## src/hdl/csr_space_pkg.sv

```systemverilog
// constants for the endpoint command and status register space
package csr_space_pkg;

    // ************************************************************
    // configuration port geometry
    // ************************************************************
    localparam int CFG_ADDR_W = 24;
    localparam int NORM_ADDR_W = 35;
    localparam int WORD_LSB = 2;

    // ************************************************************
    // register byte offsets
    // ************************************************************
    localparam logic [23:0] OFF_ADDRESSING_CAPABILITY = 24'h00004C;
    localparam logic [23:0] OFF_CONFIG_WINDOW_HIGH_BASE = 24'h000058;
    localparam logic [23:0] OFF_CONFIG_WINDOW_LOW_BASE = 24'h00005C;
    localparam logic [23:0] OFF_NODE_IDENTIFIER = 24'h000060;
    localparam logic [23:0] OFF_HOST_IDENTIFIER_LOCK = 24'h000068;
    localparam logic [23:0] OFF_COMPONENT_LABEL = 24'h00006C;
    localparam logic [23:0] OFF_SERIAL_PORT_BLOCK = 24'h000100;
    localparam logic [23:0] OFF_SERIAL_LANE_BLOCK = 24'h000400;

    // ************************************************************
    // fixed values and values after reset
    // ************************************************************
    localparam logic [31:0] ADDRESSING_CAPABILITY_VALUE = 32'h00000001;
    localparam logic [31:0] CONFIG_WINDOW_HIGH_BASE_VALUE = 32'h00000000;
    localparam logic [15:0] HOST_NODE_ID_RST = 16'hFFFF;
    localparam logic [31:0] COMPONENT_LABEL_RST = 32'h00000000;
    localparam logic [15:0] CHAIN_END_POINTER = 16'h0000;
    localparam logic [31:0] UNMAPPED_READ_VALUE = 32'h00000000;

    // ************************************************************
    // field positions
    // ************************************************************
    localparam int WINDOW_BASE_LSB = 21;
    localparam int WINDOW_BASE_MSB = 30;
    localparam int WINDOW_BASE_W = 10;
    localparam int NORM_MATCH_LSB = 25;
    localparam int NORM_MATCH_MSB = 34;
    localparam int CFG_SPACE_W = 24;
    localparam int SMALL_NODE_ID_LSB = 16;
    localparam int SMALL_NODE_ID_MSB = 23;
    localparam int WIDE_NODE_ID_LSB = 0;
    localparam int WIDE_NODE_ID_MSB = 15;
    localparam int POINTER_LSB = 16;
    localparam int POINTER_MSB = 31;

endpackage

```

## src/hdl/reg_write_if.sv

```systemverilog
// register write strobe, data and byte lanes passed to sub-blocks
`timescale 1ns/100ps
interface reg_write_if;
    logic wr;
    logic [31:0] wdata;
    logic [3:0] be;
    modport drv (output wr, output wdata, output be);
    modport snk (input wr, input wdata, input be);
endinterface

```

## src/hdl/host_id_lock.sv

```systemverilog
// write-once host identifier field with unlock on matching write
`timescale 1ns/100ps
module host_id_lock
    import csr_space_pkg::*;
(
    input wire logic sys_clk_i,
    input wire logic rst_i,
    reg_write_if.snk wr_port,
    output logic [15:0] host_node_id_o
);

    logic [15:0] id_q;
    logic [15:0] id_d;
    logic unlocked;
    logic both_lanes;
    logic [15:0] lane_merge;

    assign unlocked = (id_q == HOST_NODE_ID_RST);
    assign both_lanes = wr_port.be[0] & wr_port.be[1];
    assign lane_merge = {wr_port.be[1] ? wr_port.wdata[15:8] : id_q[15:8],
                         wr_port.be[0] ? wr_port.wdata[7:0] : id_q[7:0]};

    // a write of all ones simply stores all ones, so the field stays open
    always_comb begin
        id_d = id_q;
        if (wr_port.wr) begin
            if (unlocked) begin
                id_d = lane_merge;
            end else if (both_lanes && wr_port.wdata[15:0] == id_q) begin
                id_d = HOST_NODE_ID_RST;
            end
        end
    end

    always_ff @(posedge sys_clk_i or posedge rst_i) begin
        if (rst_i) begin
            id_q <= HOST_NODE_ID_RST;
        end else begin
            id_q <= id_d;
        end
    end

    assign host_node_id_o = id_q;

endmodule

```

## src/hdl/window_match.sv

```systemverilog
// compares normal access addresses against the configuration window base
`timescale 1ns/100ps
module window_match
    import csr_space_pkg::*;
(
    input wire logic sys_clk_i,
    input wire logic rst_i,
    input wire logic [WINDOW_BASE_W-1:0] window_base_i,
    input wire logic norm_req_i,
    input wire logic [NORM_ADDR_W-1:0] norm_addr_i,
    output logic norm_done_o,
    output logic norm_hit_o,
    output logic [CFG_SPACE_W-1:0] norm_cfg_offset_o
);

    logic hit;
    logic done_q;
    logic hit_q;
    logic [CFG_SPACE_W-1:0] offset_q;

    // base is the live register, so a fresh write steers the next compare
    assign hit = norm_req_i &&
                 (norm_addr_i[NORM_MATCH_MSB:NORM_MATCH_LSB] == window_base_i);

    always_ff @(posedge sys_clk_i or posedge rst_i) begin
        if (rst_i) begin
            done_q <= 1'b0;
            hit_q <= 1'b0;
            offset_q <= '0;
        end else begin
            done_q <= norm_req_i;
            hit_q <= hit;
            offset_q <= norm_addr_i[CFG_SPACE_W-1:0];
        end
    end

    assign norm_done_o = done_q;
    assign norm_hit_o = hit_q;
    assign norm_cfg_offset_o = offset_q;

endmodule

```

## src/hdl/endpoint_csr_space.sv

```systemverilog
// logical-layer command and status registers with extended-features chain
`timescale 1ns/100ps

// Operation
// - addressing capability reads 0x00000001 (34-bit only); writes discarded.
// - high window base reads all zeros; writes discarded.
// - low window base: bits 30..21 writable, all other bits read zero.
// - window base compared with address bits 34..25; hit redirects to config space.
// - window base has build default; a write enabling byte lane 2 or 3 updates it for later compares.
// - node identifier holds 8-bit id at 23..16 and 16-bit id at 15..0.
// - node identifier bits 31..24 read zero; writes there ignored.
// - host lock resets to 0x0000FFFF; first write while all ones stores and locks.
// - when locked, only a write equal to stored value unlocks to all ones.
// - unlock compare needs both low byte lanes in one access.
// - writing all ones to host field leaves it unlocked.
// - component label is 32-bit read-write, resets to zero.
// - serial port block first, serial lane block second at higher offset.
// - each block header holds type code and next pointer; last pointer zero.
// - reserved offsets such as 0x70..0xFC hold no register.
module endpoint_csr_space
    import csr_space_pkg::*;
#(
    parameter logic [WINDOW_BASE_W-1:0] WINDOW_BASE_RST = 10'h000,
    parameter logic [7:0] SMALL_NODE_ID_RST = 8'h00,
    parameter logic [15:0] WIDE_NODE_ID_RST = 16'h0000,
    parameter logic [15:0] SERIAL_PORT_TYPE_CODE = 16'h0001,
    parameter logic [15:0] SERIAL_LANE_TYPE_CODE = 16'h000D
) (
    input wire logic sys_clk_i,
    input wire logic rst_i,
    input wire logic cfg_req_i,
    input wire logic cfg_we_i,
    input wire logic [CFG_ADDR_W-1:0] cfg_addr_i,
    input wire logic [3:0] cfg_be_i,
    input wire logic [31:0] cfg_wdata_i,
    output logic cfg_ack_o,
    output logic [31:0] cfg_rdata_o,
    input wire logic norm_req_i,
    input wire logic [NORM_ADDR_W-1:0] norm_addr_i,
    output logic norm_done_o,
    output logic norm_hit_o,
    output logic [CFG_SPACE_W-1:0] norm_cfg_offset_o,
    output logic [7:0] small_node_id_o,
    output logic [15:0] wide_node_id_o,
    output logic [15:0] host_node_id_o
);

    // ************************************************************
    // address decode
    // ************************************************************
    // the fabric delivers both maintenance and redirected normal accesses here
    wire [CFG_ADDR_W-1:WORD_LSB] word_addr = cfg_addr_i[CFG_ADDR_W-1:WORD_LSB];
    wire sel_cap = (word_addr == OFF_ADDRESSING_CAPABILITY[CFG_ADDR_W-1:WORD_LSB]);
    wire sel_high = (word_addr == OFF_CONFIG_WINDOW_HIGH_BASE[CFG_ADDR_W-1:WORD_LSB]);
    wire sel_low = (word_addr == OFF_CONFIG_WINDOW_LOW_BASE[CFG_ADDR_W-1:WORD_LSB]);
    wire sel_node = (word_addr == OFF_NODE_IDENTIFIER[CFG_ADDR_W-1:WORD_LSB]);
    wire sel_host = (word_addr == OFF_HOST_IDENTIFIER_LOCK[CFG_ADDR_W-1:WORD_LSB]);
    wire sel_label = (word_addr == OFF_COMPONENT_LABEL[CFG_ADDR_W-1:WORD_LSB]);
    wire sel_port_hdr = (word_addr == OFF_SERIAL_PORT_BLOCK[CFG_ADDR_W-1:WORD_LSB]);
    wire sel_lane_hdr = (word_addr == OFF_SERIAL_LANE_BLOCK[CFG_ADDR_W-1:WORD_LSB]);

    wire wr_any = cfg_req_i & cfg_we_i;
    wire wr_low = wr_any & sel_low;
    wire wr_node = wr_any & sel_node;
    wire wr_label = wr_any & sel_label;

    // ************************************************************
    // storage
    // ************************************************************
    logic [WINDOW_BASE_W-1:0] window_base_q;
    logic [7:0] small_id_q;
    logic [15:0] wide_id_q;
    logic [31:0] label_q;
    logic [15:0] host_id;
    logic ack_q;
    logic [31:0] rdata_q;

    // ************************************************************
    // register images as read back
    // ************************************************************
    wire [31:0] img_low = {1'b0, window_base_q, 21'h000000};
    wire [31:0] img_node = {8'h00, small_id_q, wide_id_q};
    wire [31:0] img_host = {16'h0000, host_id};
    // chain is fixed: port block links to lane block, lane block ends it
    wire [31:0] img_port_hdr = {OFF_SERIAL_LANE_BLOCK[15:0], SERIAL_PORT_TYPE_CODE};
    wire [31:0] img_lane_hdr = {CHAIN_END_POINTER, SERIAL_LANE_TYPE_CODE};

    logic [31:0] read_word;

    always_comb begin
        read_word = UNMAPPED_READ_VALUE;
        if (sel_cap) begin
            read_word = ADDRESSING_CAPABILITY_VALUE;
        end else if (sel_high) begin
            read_word = CONFIG_WINDOW_HIGH_BASE_VALUE;
        end else if (sel_low) begin
            read_word = img_low;
        end else if (sel_node) begin
            read_word = img_node;
        end else if (sel_host) begin
            read_word = img_host;
        end else if (sel_label) begin
            read_word = label_q;
        end else if (sel_port_hdr) begin
            read_word = img_port_hdr;
        end else if (sel_lane_hdr) begin
            read_word = img_lane_hdr;
        end
    end

    // ************************************************************
    // byte-lane merge of write data with the addressed register
    // ************************************************************
    // merging against the current image keeps unwritten lanes intact
    wire [31:0] merged;

    genvar b;
    generate
        for (b = 0; b < 4; b++) begin : g_lane
            assign merged[8*b+7:8*b] = cfg_be_i[b] ? cfg_wdata_i[8*b+7:8*b] : read_word[8*b+7:8*b];
        end
    endgenerate

    // ************************************************************
    // writable registers
    // ************************************************************
    // writes to fixed, read-only or unmapped words fall through with no effect
    always_ff @(posedge sys_clk_i or posedge rst_i) begin
        if (rst_i) begin
            window_base_q <= WINDOW_BASE_RST;
        end else if (wr_low) begin
            window_base_q <= merged[WINDOW_BASE_MSB:WINDOW_BASE_LSB];
        end
    end

    always_ff @(posedge sys_clk_i or posedge rst_i) begin
        if (rst_i) begin
            small_id_q <= SMALL_NODE_ID_RST;
            wide_id_q <= WIDE_NODE_ID_RST;
        end else if (wr_node) begin
            small_id_q <= merged[SMALL_NODE_ID_MSB:SMALL_NODE_ID_LSB];
            wide_id_q <= merged[WIDE_NODE_ID_MSB:WIDE_NODE_ID_LSB];
        end
    end

    always_ff @(posedge sys_clk_i or posedge rst_i) begin
        if (rst_i) begin
            label_q <= COMPONENT_LABEL_RST;
        end else if (wr_label) begin
            label_q <= merged;
        end
    end

    // ************************************************************
    // host identifier lock
    // ************************************************************
    reg_write_if host_wr ();

    assign host_wr.wr = wr_any & sel_host;
    assign host_wr.wdata = cfg_wdata_i;
    assign host_wr.be = cfg_be_i;

    host_id_lock u_host_lock (
        .sys_clk_i(sys_clk_i),
        .rst_i(rst_i),
        .wr_port(host_wr.snk),
        .host_node_id_o(host_id)
    );

    // ************************************************************
    // window compare for normal accesses
    // ************************************************************
    window_match u_window (
        .sys_clk_i(sys_clk_i),
        .rst_i(rst_i),
        .window_base_i(window_base_q),
        .norm_req_i(norm_req_i),
        .norm_addr_i(norm_addr_i),
        .norm_done_o(norm_done_o),
        .norm_hit_o(norm_hit_o),
        .norm_cfg_offset_o(norm_cfg_offset_o)
    );

    // ************************************************************
    // answer path
    // ************************************************************
    // reads and writes both answer one cycle after acceptance; write data
    // returned is the value before the write, so software reads again to confirm
    always_ff @(posedge sys_clk_i or posedge rst_i) begin
        if (rst_i) begin
            ack_q <= 1'b0;
            rdata_q <= 32'h00000000;
        end else begin
            ack_q <= cfg_req_i;
            rdata_q <= cfg_req_i ? read_word : 32'h00000000;
        end
    end

    assign cfg_ack_o = ack_q;
    assign cfg_rdata_o = rdata_q;
    assign small_node_id_o = small_id_q;
    assign wide_node_id_o = wide_id_q;
    assign host_node_id_o = host_id;

endmodule

```

## config.mk

```make
export PLATFORM = sky130hd
export DESIGN_NAME = endpoint_csr_space
export DESIGN_NICKNAME = d
export VERILOG_FILES = /design/src/hdl/csr_space_pkg.sv /design/src/hdl/reg_write_if.sv /design/src/hdl/host_id_lock.sv /design/src/hdl/window_match.sv /design/src/hdl/endpoint_csr_space.sv
export SDC_FILE = /design/constraint.sdc
export NUM_CORES = 1
export LEC_CHECK = 0
export ABC_AREA = 1
export BUFFER_PORTS_ARGS = -buffer_cell sky130_fd_sc_hd__buf_2
export CAP_MARGIN = 20
export CORE_UTILIZATION = 50
export CTS_CLUSTER_DIAMETER = 120
export DETAILED_ROUTE_END_ITERATION = 10
export PLACE_DENSITY = 0.72
export SLEW_MARGIN = 10
export SYNTH_ARGS = -nofsm -noshare
export SYNTH_HDL_FRONTEND = slang
export SYNTH_HIERARCHICAL = 1
export SYNTH_SLANG_ARGS = --single-unit
```

## constraint.sdc

```tcl
create_clock -name sys_clk_i -period 9.2 [get_ports sys_clk_i]
set_input_delay 1.84 -clock sys_clk_i [delete_from_list [all_inputs] [get_ports sys_clk_i]]
set_output_delay 1.84 -clock sys_clk_i [all_outputs]
set_load 0.01 [all_outputs]
```

=== Word-level counts from Yosys, hierarchy flattened ===
Cells that the tools add are included.

* Bits in registers: 141
* Output and inout bits: 99

* Eq/ne operators: 13
* Multiplexer cells: 17
* Bitwise logic cells: 6
* Reductions and logical operators: 5

{| class="wikitable"
|+ Operators with widths
! kind !! count
|-
| 2-to-1 mux 32 bit || 7
|-
| equality test 22 x 5 -> 1 bit, second input constant || 6
|-
| 2-to-1 mux 8 bit || 6
|-
| 2-to-1 mux 16 bit || 2
|-
| 2-to-1 mux 27 bit || 1
|-
| equality test 22 x 7 -> 1 bit, second input constant || 1
|-
| equality test 22 x 9 -> 1 bit, second input constant || 1
|-
| equality test 16 bit || 1
|-
| equality test 16 bit, second input constant || 1
|-
| equality test 10 bit || 1
|-
| AND 1 bit || 6
|-
| AND reduction 3 bit || 2
|-
| 2-to-1 mux 4 bit || 1
|-
| != test 2 bit, second input constant || 2
|-
| logical AND 1 bit || 2
|-
| nonzero test 2 bit || 1
|}

=== Longest topological paths before layout ===
* Depth after elaboration: 10
* Mapped depth: 14

=== By module ===
Netlist, hierarchy kept.

{| class="wikitable"
|+ By module, submodules not included
! module !! instances !! cells each !! area an instance (µm²) !! sequential area each (µm²)
|-
| endpoint_csr_space || 1 || 714 || 5550.3 || 2477.4
|-
| host_id_lock || 1 || 147 || 1011.0 || 420.4
|-
| window_match || 1 || 76 || 867.1 || 650.6
|}

=== Least setup slack after synthesis ===
Ideal clock, no wire load.

* Path kind: input port to flip-flop
* Start: input cfg_addr_i[17]
* End: register u_host_lock.id_q[0] (netlist: u_host_lock/host_node_id_o[0])
* Setup time: 73 ps
* Arrival time: 3317 ps
* Data required time: 9127 ps
* Path slack: 5810 ps
* Stages: 9
* Path buffers: 0
* Cell sequence: nor2_1 > nand2_2 > nor2_8 > nand2_8 > nor4_1 > inv_1 > a21oi_1 > nand2_2 > a21oi_1

* Cells in the longest elaborated chain, start to end: 3

{| class="wikitable"
|+ Ends and longest elaborated chain
! what !! line !! source
|-
| from (decl) || endpoint_csr_space.sv:33 || <nowiki>input wire logic [CFG_ADDR_W-1:0] cfg_addr_i,</nowiki>
|-
| equality test 22 x 5 -> 1 bit || endpoint_csr_space.sv:57 || <nowiki>wire sel_host = (word_addr == OFF_HOST_IDENTIFIER_LOCK[CFG_ADDR_W-1:WORD_LSB]);</nowiki>
|-
| AND 1 bit || endpoint_csr_space.sv:159 || <nowiki>assign host_wr.wr = wr_any & sel_host;</nowiki>
|-
| via host_wr.wr || reg_write_if.sv:4 || <nowiki>logic wr;</nowiki>
|-
| AND reduction 3 bit (no line) || n/a ||
|-
| to (signal assigned) || host_id_lock.sv:39 || <nowiki>id_q <= id_d;</nowiki>
|-
| to (decl) || host_id_lock.sv:12 || <nowiki>logic [15:0] id_q;</nowiki>
|}

The timed path passes the listed nets, and every way through them passes these cells.
A chain may end at the register's enable or synchronous reset.

=== Worst setup path in the final report ===
* Start: input cfg_addr_i[3]
* End: register wide_id_q[3] (netlist: wide_node_id_o[3])

* Cells in the longest elaborated chain, start to end: 10
* Elaborated cells on any way between the ends: 18
* Classes of those cells: eq/ne (8); mux (9); bitwise (1)

{| class="wikitable"
|+ Ends and longest elaborated chain
! what !! line !! source
|-
| equality test 22 x 9 -> 1 bit || endpoint_csr_space.sv:60 || <nowiki>wire sel_lane_hdr = (word_addr == OFF_SERIAL_LANE_BLOCK[CFG_ADDR_W-1:WORD_LSB]);</nowiki>
|-
| 2-to-1 mux 4 bit || endpoint_csr_space.sv:106 || <nowiki>end else if (sel_lane_hdr) begin</nowiki>
|-
| 2-to-1 mux 27 bit || endpoint_csr_space.sv:104 || <nowiki>end else if (sel_port_hdr) begin</nowiki>
|-
| 2-to-1 mux 32 bit || endpoint_csr_space.sv:102 || <nowiki>end else if (sel_label) begin</nowiki>
|-
| 2-to-1 mux 32 bit || endpoint_csr_space.sv:100 || <nowiki>end else if (sel_host) begin</nowiki>
|-
| 2-to-1 mux 32 bit || endpoint_csr_space.sv:98 || <nowiki>end else if (sel_node) begin</nowiki>
|-
| 2-to-1 mux 32 bit || endpoint_csr_space.sv:96 || <nowiki>end else if (sel_low) begin</nowiki>
|-
| 2-to-1 mux 32 bit || endpoint_csr_space.sv:94 || <nowiki>end else if (sel_high) begin</nowiki>
|-
| 2-to-1 mux 32 bit || endpoint_csr_space.sv:92 || <nowiki>if (sel_cap) begin</nowiki>
|-
| 2-to-1 mux 8 bit || endpoint_csr_space.sv:120 || <nowiki>assign merged[8*b+7:8*b] = cfg_be_i[b] ? cfg_wdata_i[8*b+7:8*b] : read_word[8*b+7:8*b];</nowiki>
|-
| to (signal assigned) || endpoint_csr_space.sv:142 || <nowiki>wide_id_q <= merged[WIDE_NODE_ID_MSB:WIDE_NODE_ID_LSB];</nowiki>
|-
| to (decl) || endpoint_csr_space.sv:72 || <nowiki>logic [15:0] wide_id_q;</nowiki>
|}

Several ways; a longest one is shown, not always the timed one.

==> insert_results.sql <==
INSERT INTO impl_metrics (metric_group, metric, value, unit) VALUES
('run_status', 'run_status', 'complete, no violations', ''),
('critical_path', 'endpoint_kind', 'flop', ''),
('floorplanning', 'core_area', '14500', 'um2'),
('floorplanning', 'floorplan.io_pins', '199', ''),
('routing', 'route.detailed.vias_per_inst', '5.34', ''),
('routing', 'vias', '7054', ''),
('routing', 'postRouteAntennaNets', '0', ''),
('grt', 'via_count_of_the_first_global_routing_pass', '6525', ''),
('synth', 'yosys-top-cells-count', 'nand2_1 (364), dfrtp_1 (125), nand3_1 (72)', ''),
('critical_path', 'critPathMaxFanout', '25', ''),
('synth', 'yosysUniqueCellTypes', '42', ''),
('sta', 'final.min_clock_period', '3.78', 'ns'),
('sta', 'drv_slew', '0', ''),
('synth', 'yosysMostFrequentCell', 'nand2_1', ''),
('synth', 'synth_top_cell_by_area', 'dfrtp_1', ''),
('grt', 'global_route.overflow_total', '0', ''),
('power_and_ir_drop', 'worst_voltage_drop_across_the_vdd_grid', '0.124', 'mV'),
('critical_path', 'start_to_end_type_of_the_worst_setup_path', 'in -> reg', ''),
('grt', 'grt_pass1_wl', '32400', 'um'),
('clock_tree', 'cts_repair_resize_count', '0', ''),
('clock_tree', 'cts.clk_slew.worst_paths', '0.07', 'ns'),
('synth', 'synthesis.area', '7430', 'um2'),
('sta', 'max_slew.worst_pin.slew', '1.07', 'ns'),
('floorplanning', 'core.rowCount', '44', ''),
('power_and_ir_drop', 'power_density', '157', 'nW/um2'),
('clock_tree', 'cts_max_path_buffers', '2', ''),
('sta', 'period_share', '41.1', '%'),
('synth', 'mappedNetlistNets', '1037', ''),
('routing', 'detail_route.drc_violations', '0', ''),
('clock_tree', 'post_cts_hold_buffer_count', '0', ''),
('sta', 'report.final.setup_viol', '0', ''),
('place', 'post-dp-hpwl', '14100', 'um'),
('layout', 'drive_above_1_share', '30.0', '%'),
('hold_path', 'worstHoldPathType', 'reg -> reg', ''),
('synth', 'synth-async-reset-ratio', '100', '%'),
('place', 'gpl.final_weighted_congestion', '0.882', ''),
('power_and_ir_drop', 'static-leakage-power', '0.00502', 'uW'),
('synth', 'synth_seq_area_share', '47.8', '%'),
('layout', 'syn2layout_area_growth', '22.7', '%'),
('clock_tree', 'cts_inserted_buffers', '17', ''),
('place', 'placement.io_buffers', '195', ''),
('floorplanning', 'floorplan.initialDensity', '51.1', '%'),
('clock_tree', 'tritoncts_clock_tree', 'built', ''),
('clock_tree', 'post_cts_buffers', '0', ''),
('clock_tree', 'cts_root_buf', 'clkbuf_16', ''),
('clock_tree', 'clock_insertion_delay_worst_skew', '0.43', 'ns'),
('floorplanning', 'design.die.area', '15300', 'um2'),
('synth', 'synth_top_flop_cell', 'dfrtp_1', ''),
('sta', 'grt_setup_unrepaired', 'false', ''),
('sta', 'worst_slew_margin_rel', '28.0', '%'),
('clock_tree', 'cts_sinks', '141', ''),
('routing', 'drtIter0Drc', '665', ''),
('layout', 'final_net_count', '1224', ''),
('grt', 'globalRouteTotalUtil', '27.8', '%'),
('grt', 'grt_max_degree', '66', ''),
('routing', 'routed_wl', '20600', 'um'),
('sta', 'timing.fmax', '265', 'MHz'),
('layout', 'finish.utilization', '62.7', '%'),
('sta', 'clock_skew', '0.00847', 'ns'),
('critical_path', 'cp_data_arrival_time', '4.14', 'ns'),
('floorplanning', 'die_width', '124', 'um'),
('floorplanning', 'fp.dieH', '124', 'um'),
('layout', 'antenna_diode_count', '0', ''),
('synth', 'yosys_register_bits', '141', ''),
('clock_tree', 'htree_num_levels', '4', ''),
('synth', 'synthesis.area_per_instance', '7.93', 'um2'),
('routing', 'detail_route.first_pass.iterations', '5', ''),
('routing', 'avgRoutedWirePerCell', '15.6', 'um'),
('sta', 'fin_tns_setup', '0', 'ns'),
('critical_path', 'timing.critical_path.from_type', 'primary input', ''),
('synth', 'netlist_top_cells_area', 'dfrtp_1 (42%), nand2_1 (18%), dfstp_2 (5.7%), nand3_1 (4.9%), nor2_1 (3.0%)', ''),
('critical_path', 'cp.required', '9.56', 'ns'),
('grt', 'antenna_found_initial', '0', ''),
('synth', 'synth_enable_flop_cells', '0', ''),
('synth', 'post_synth_inst_count', '937', ''),
('job', 'timing.max_cap.violations', '0', ''),
('synth', 'synthesis.yosys.warnings', '6', ''),
('sta', 'finalHoldViolations', '0', ''),
('synth', 'synth.top_cell.area_share', '42.1', '%');
-- metal layers --
layer  vias up  global-route usage, %  share of wire, %
met5         -                      0                 0
met4         0                   9.67               1.7
met3        24                   4.95               9.0
met2       345                   45.9                48
met1      3309                   36.9                41
li1       3376                      -                 -
-- kinds of logic after synthesis --
kind of cell           synth area share [%]
AO/OA/AOI/OAI                          9.70
buffers and inverters                  6.25
XOR/XNOR                              0.472
AND/OR/NAND/NOR                        35.8
flip-flops                             47.8
-- registers in the layout, indices dropped and copies added (netlist names) --
register	flops
cfg_rdata_o	32
label_q	32
u_window/norm_cfg_offset_o	24
u_host_lock/host_node_id_o	16
wide_node_id_o	16
window_base_q	10
small_node_id_o	8
cfg_ack_o	1
u_window/norm_done_o	1
u_window/norm_hit_o	1
-- final timing paths --
path                                                start                        endpoint  slack [ns]  depth (start not counted)
min                                           label_q[16]                     label_q[16]        0.48                          2
min in group asynchronous                           rst_i  u_window/norm_cfg_offset_o[13]        1.36                          2
max                                         cfg_addr_i[3]               wide_node_id_o[3]        5.42                         10
max reg2reg                u_host_lock/host_node_id_o[12]   u_host_lock/host_node_id_o[6]        7.47                          6
max in group asynchronous                           rst_i                window_base_q[7]        6.56                          3
min reg2reg                                   label_q[16]                     label_q[16]        0.48                          2
-- report_power, final --
| part | internal, uW | leakage [uW] | total (uW) | switching (uW) |
|---|---|---|---|---|
| logic | 31.5 | 0.00286 | 87.3 | 55.7 |
| clock network | 414 | 0.000300 | 718 | 303 |
| registers | 626 | 0.00186 | 627 | 1.14 |
-- stage by stage --
step / instance area, um2 / power [uW] / worst slack (ns) / instances / hold WS [ns]
finish: 9110 / 1430 / 5.42 / 1321 / 0.483
global route: 9110 / 1480 / 5.24 / 1321 / 0.503
CTS: 9080 / 1440 / 5.44 / 1320 / 0.484
detailed placement: 8470 / 725 / 4.99 / 1288 / 0.466
global placement: 8470 / 724 / 5.03 / 1288 / 0.463
floorplan: 7430 / 682 / 4.77 / 937 / 0.450
-- worst max-delay path, cell delays in order --
cell	delay (ns)
buf_2	0.11
nor2_1	0.23
nand2_1	0.14
nor2_4	0.14
nand2_2	0.11
nor2_8	0.29
nand2_2	0.45
inv_2	0.58
nand3_1	0.15
nand2_1	0.09
-- cell type report --
cell class | instances | area [um2]
clock buffer | 17 | 425
inverter | 73 | 283
fill | 1306 | 5420
clock inverter | 15 | 190
timing repair buffer | 198 | 1020
sequential | 141 | 3550
tap | 184 | 230
multi-input combinational | 693 | 3420
-- cells in the final DEF (no fill, tap or decap), types with 3 or more instances in the layout --
master     netlist  final
a21oi_1         44     44
inv_1           59     58
o21ai_0         14     14
nand3b_1         5      5
dfrtp_1        125    125
inv_6            0      6
a211oi_2        10     10
a31oi_1          3      3
nor3_1           5      5
o21bai_1        13     13
nand3_2          8      8
inv_8            0      4
buf_2            9    195
nor2_2           5      5
a211oi_1         4      4
clkbuf_16        0     17
nor4_1           3      3
nor2_4           9      9
o21ai_1         11     11
nand3_1         72     72
nand4_1          7      7
nor2_8           5      5
o21ai_2         11     11
nand2_1        364    364
dfstp_2         16     16
or2_2            8      8
nand2_2         17     17
nor2_1          60     60
inv_2           12     12
Power figures use the tool's default switching activity.
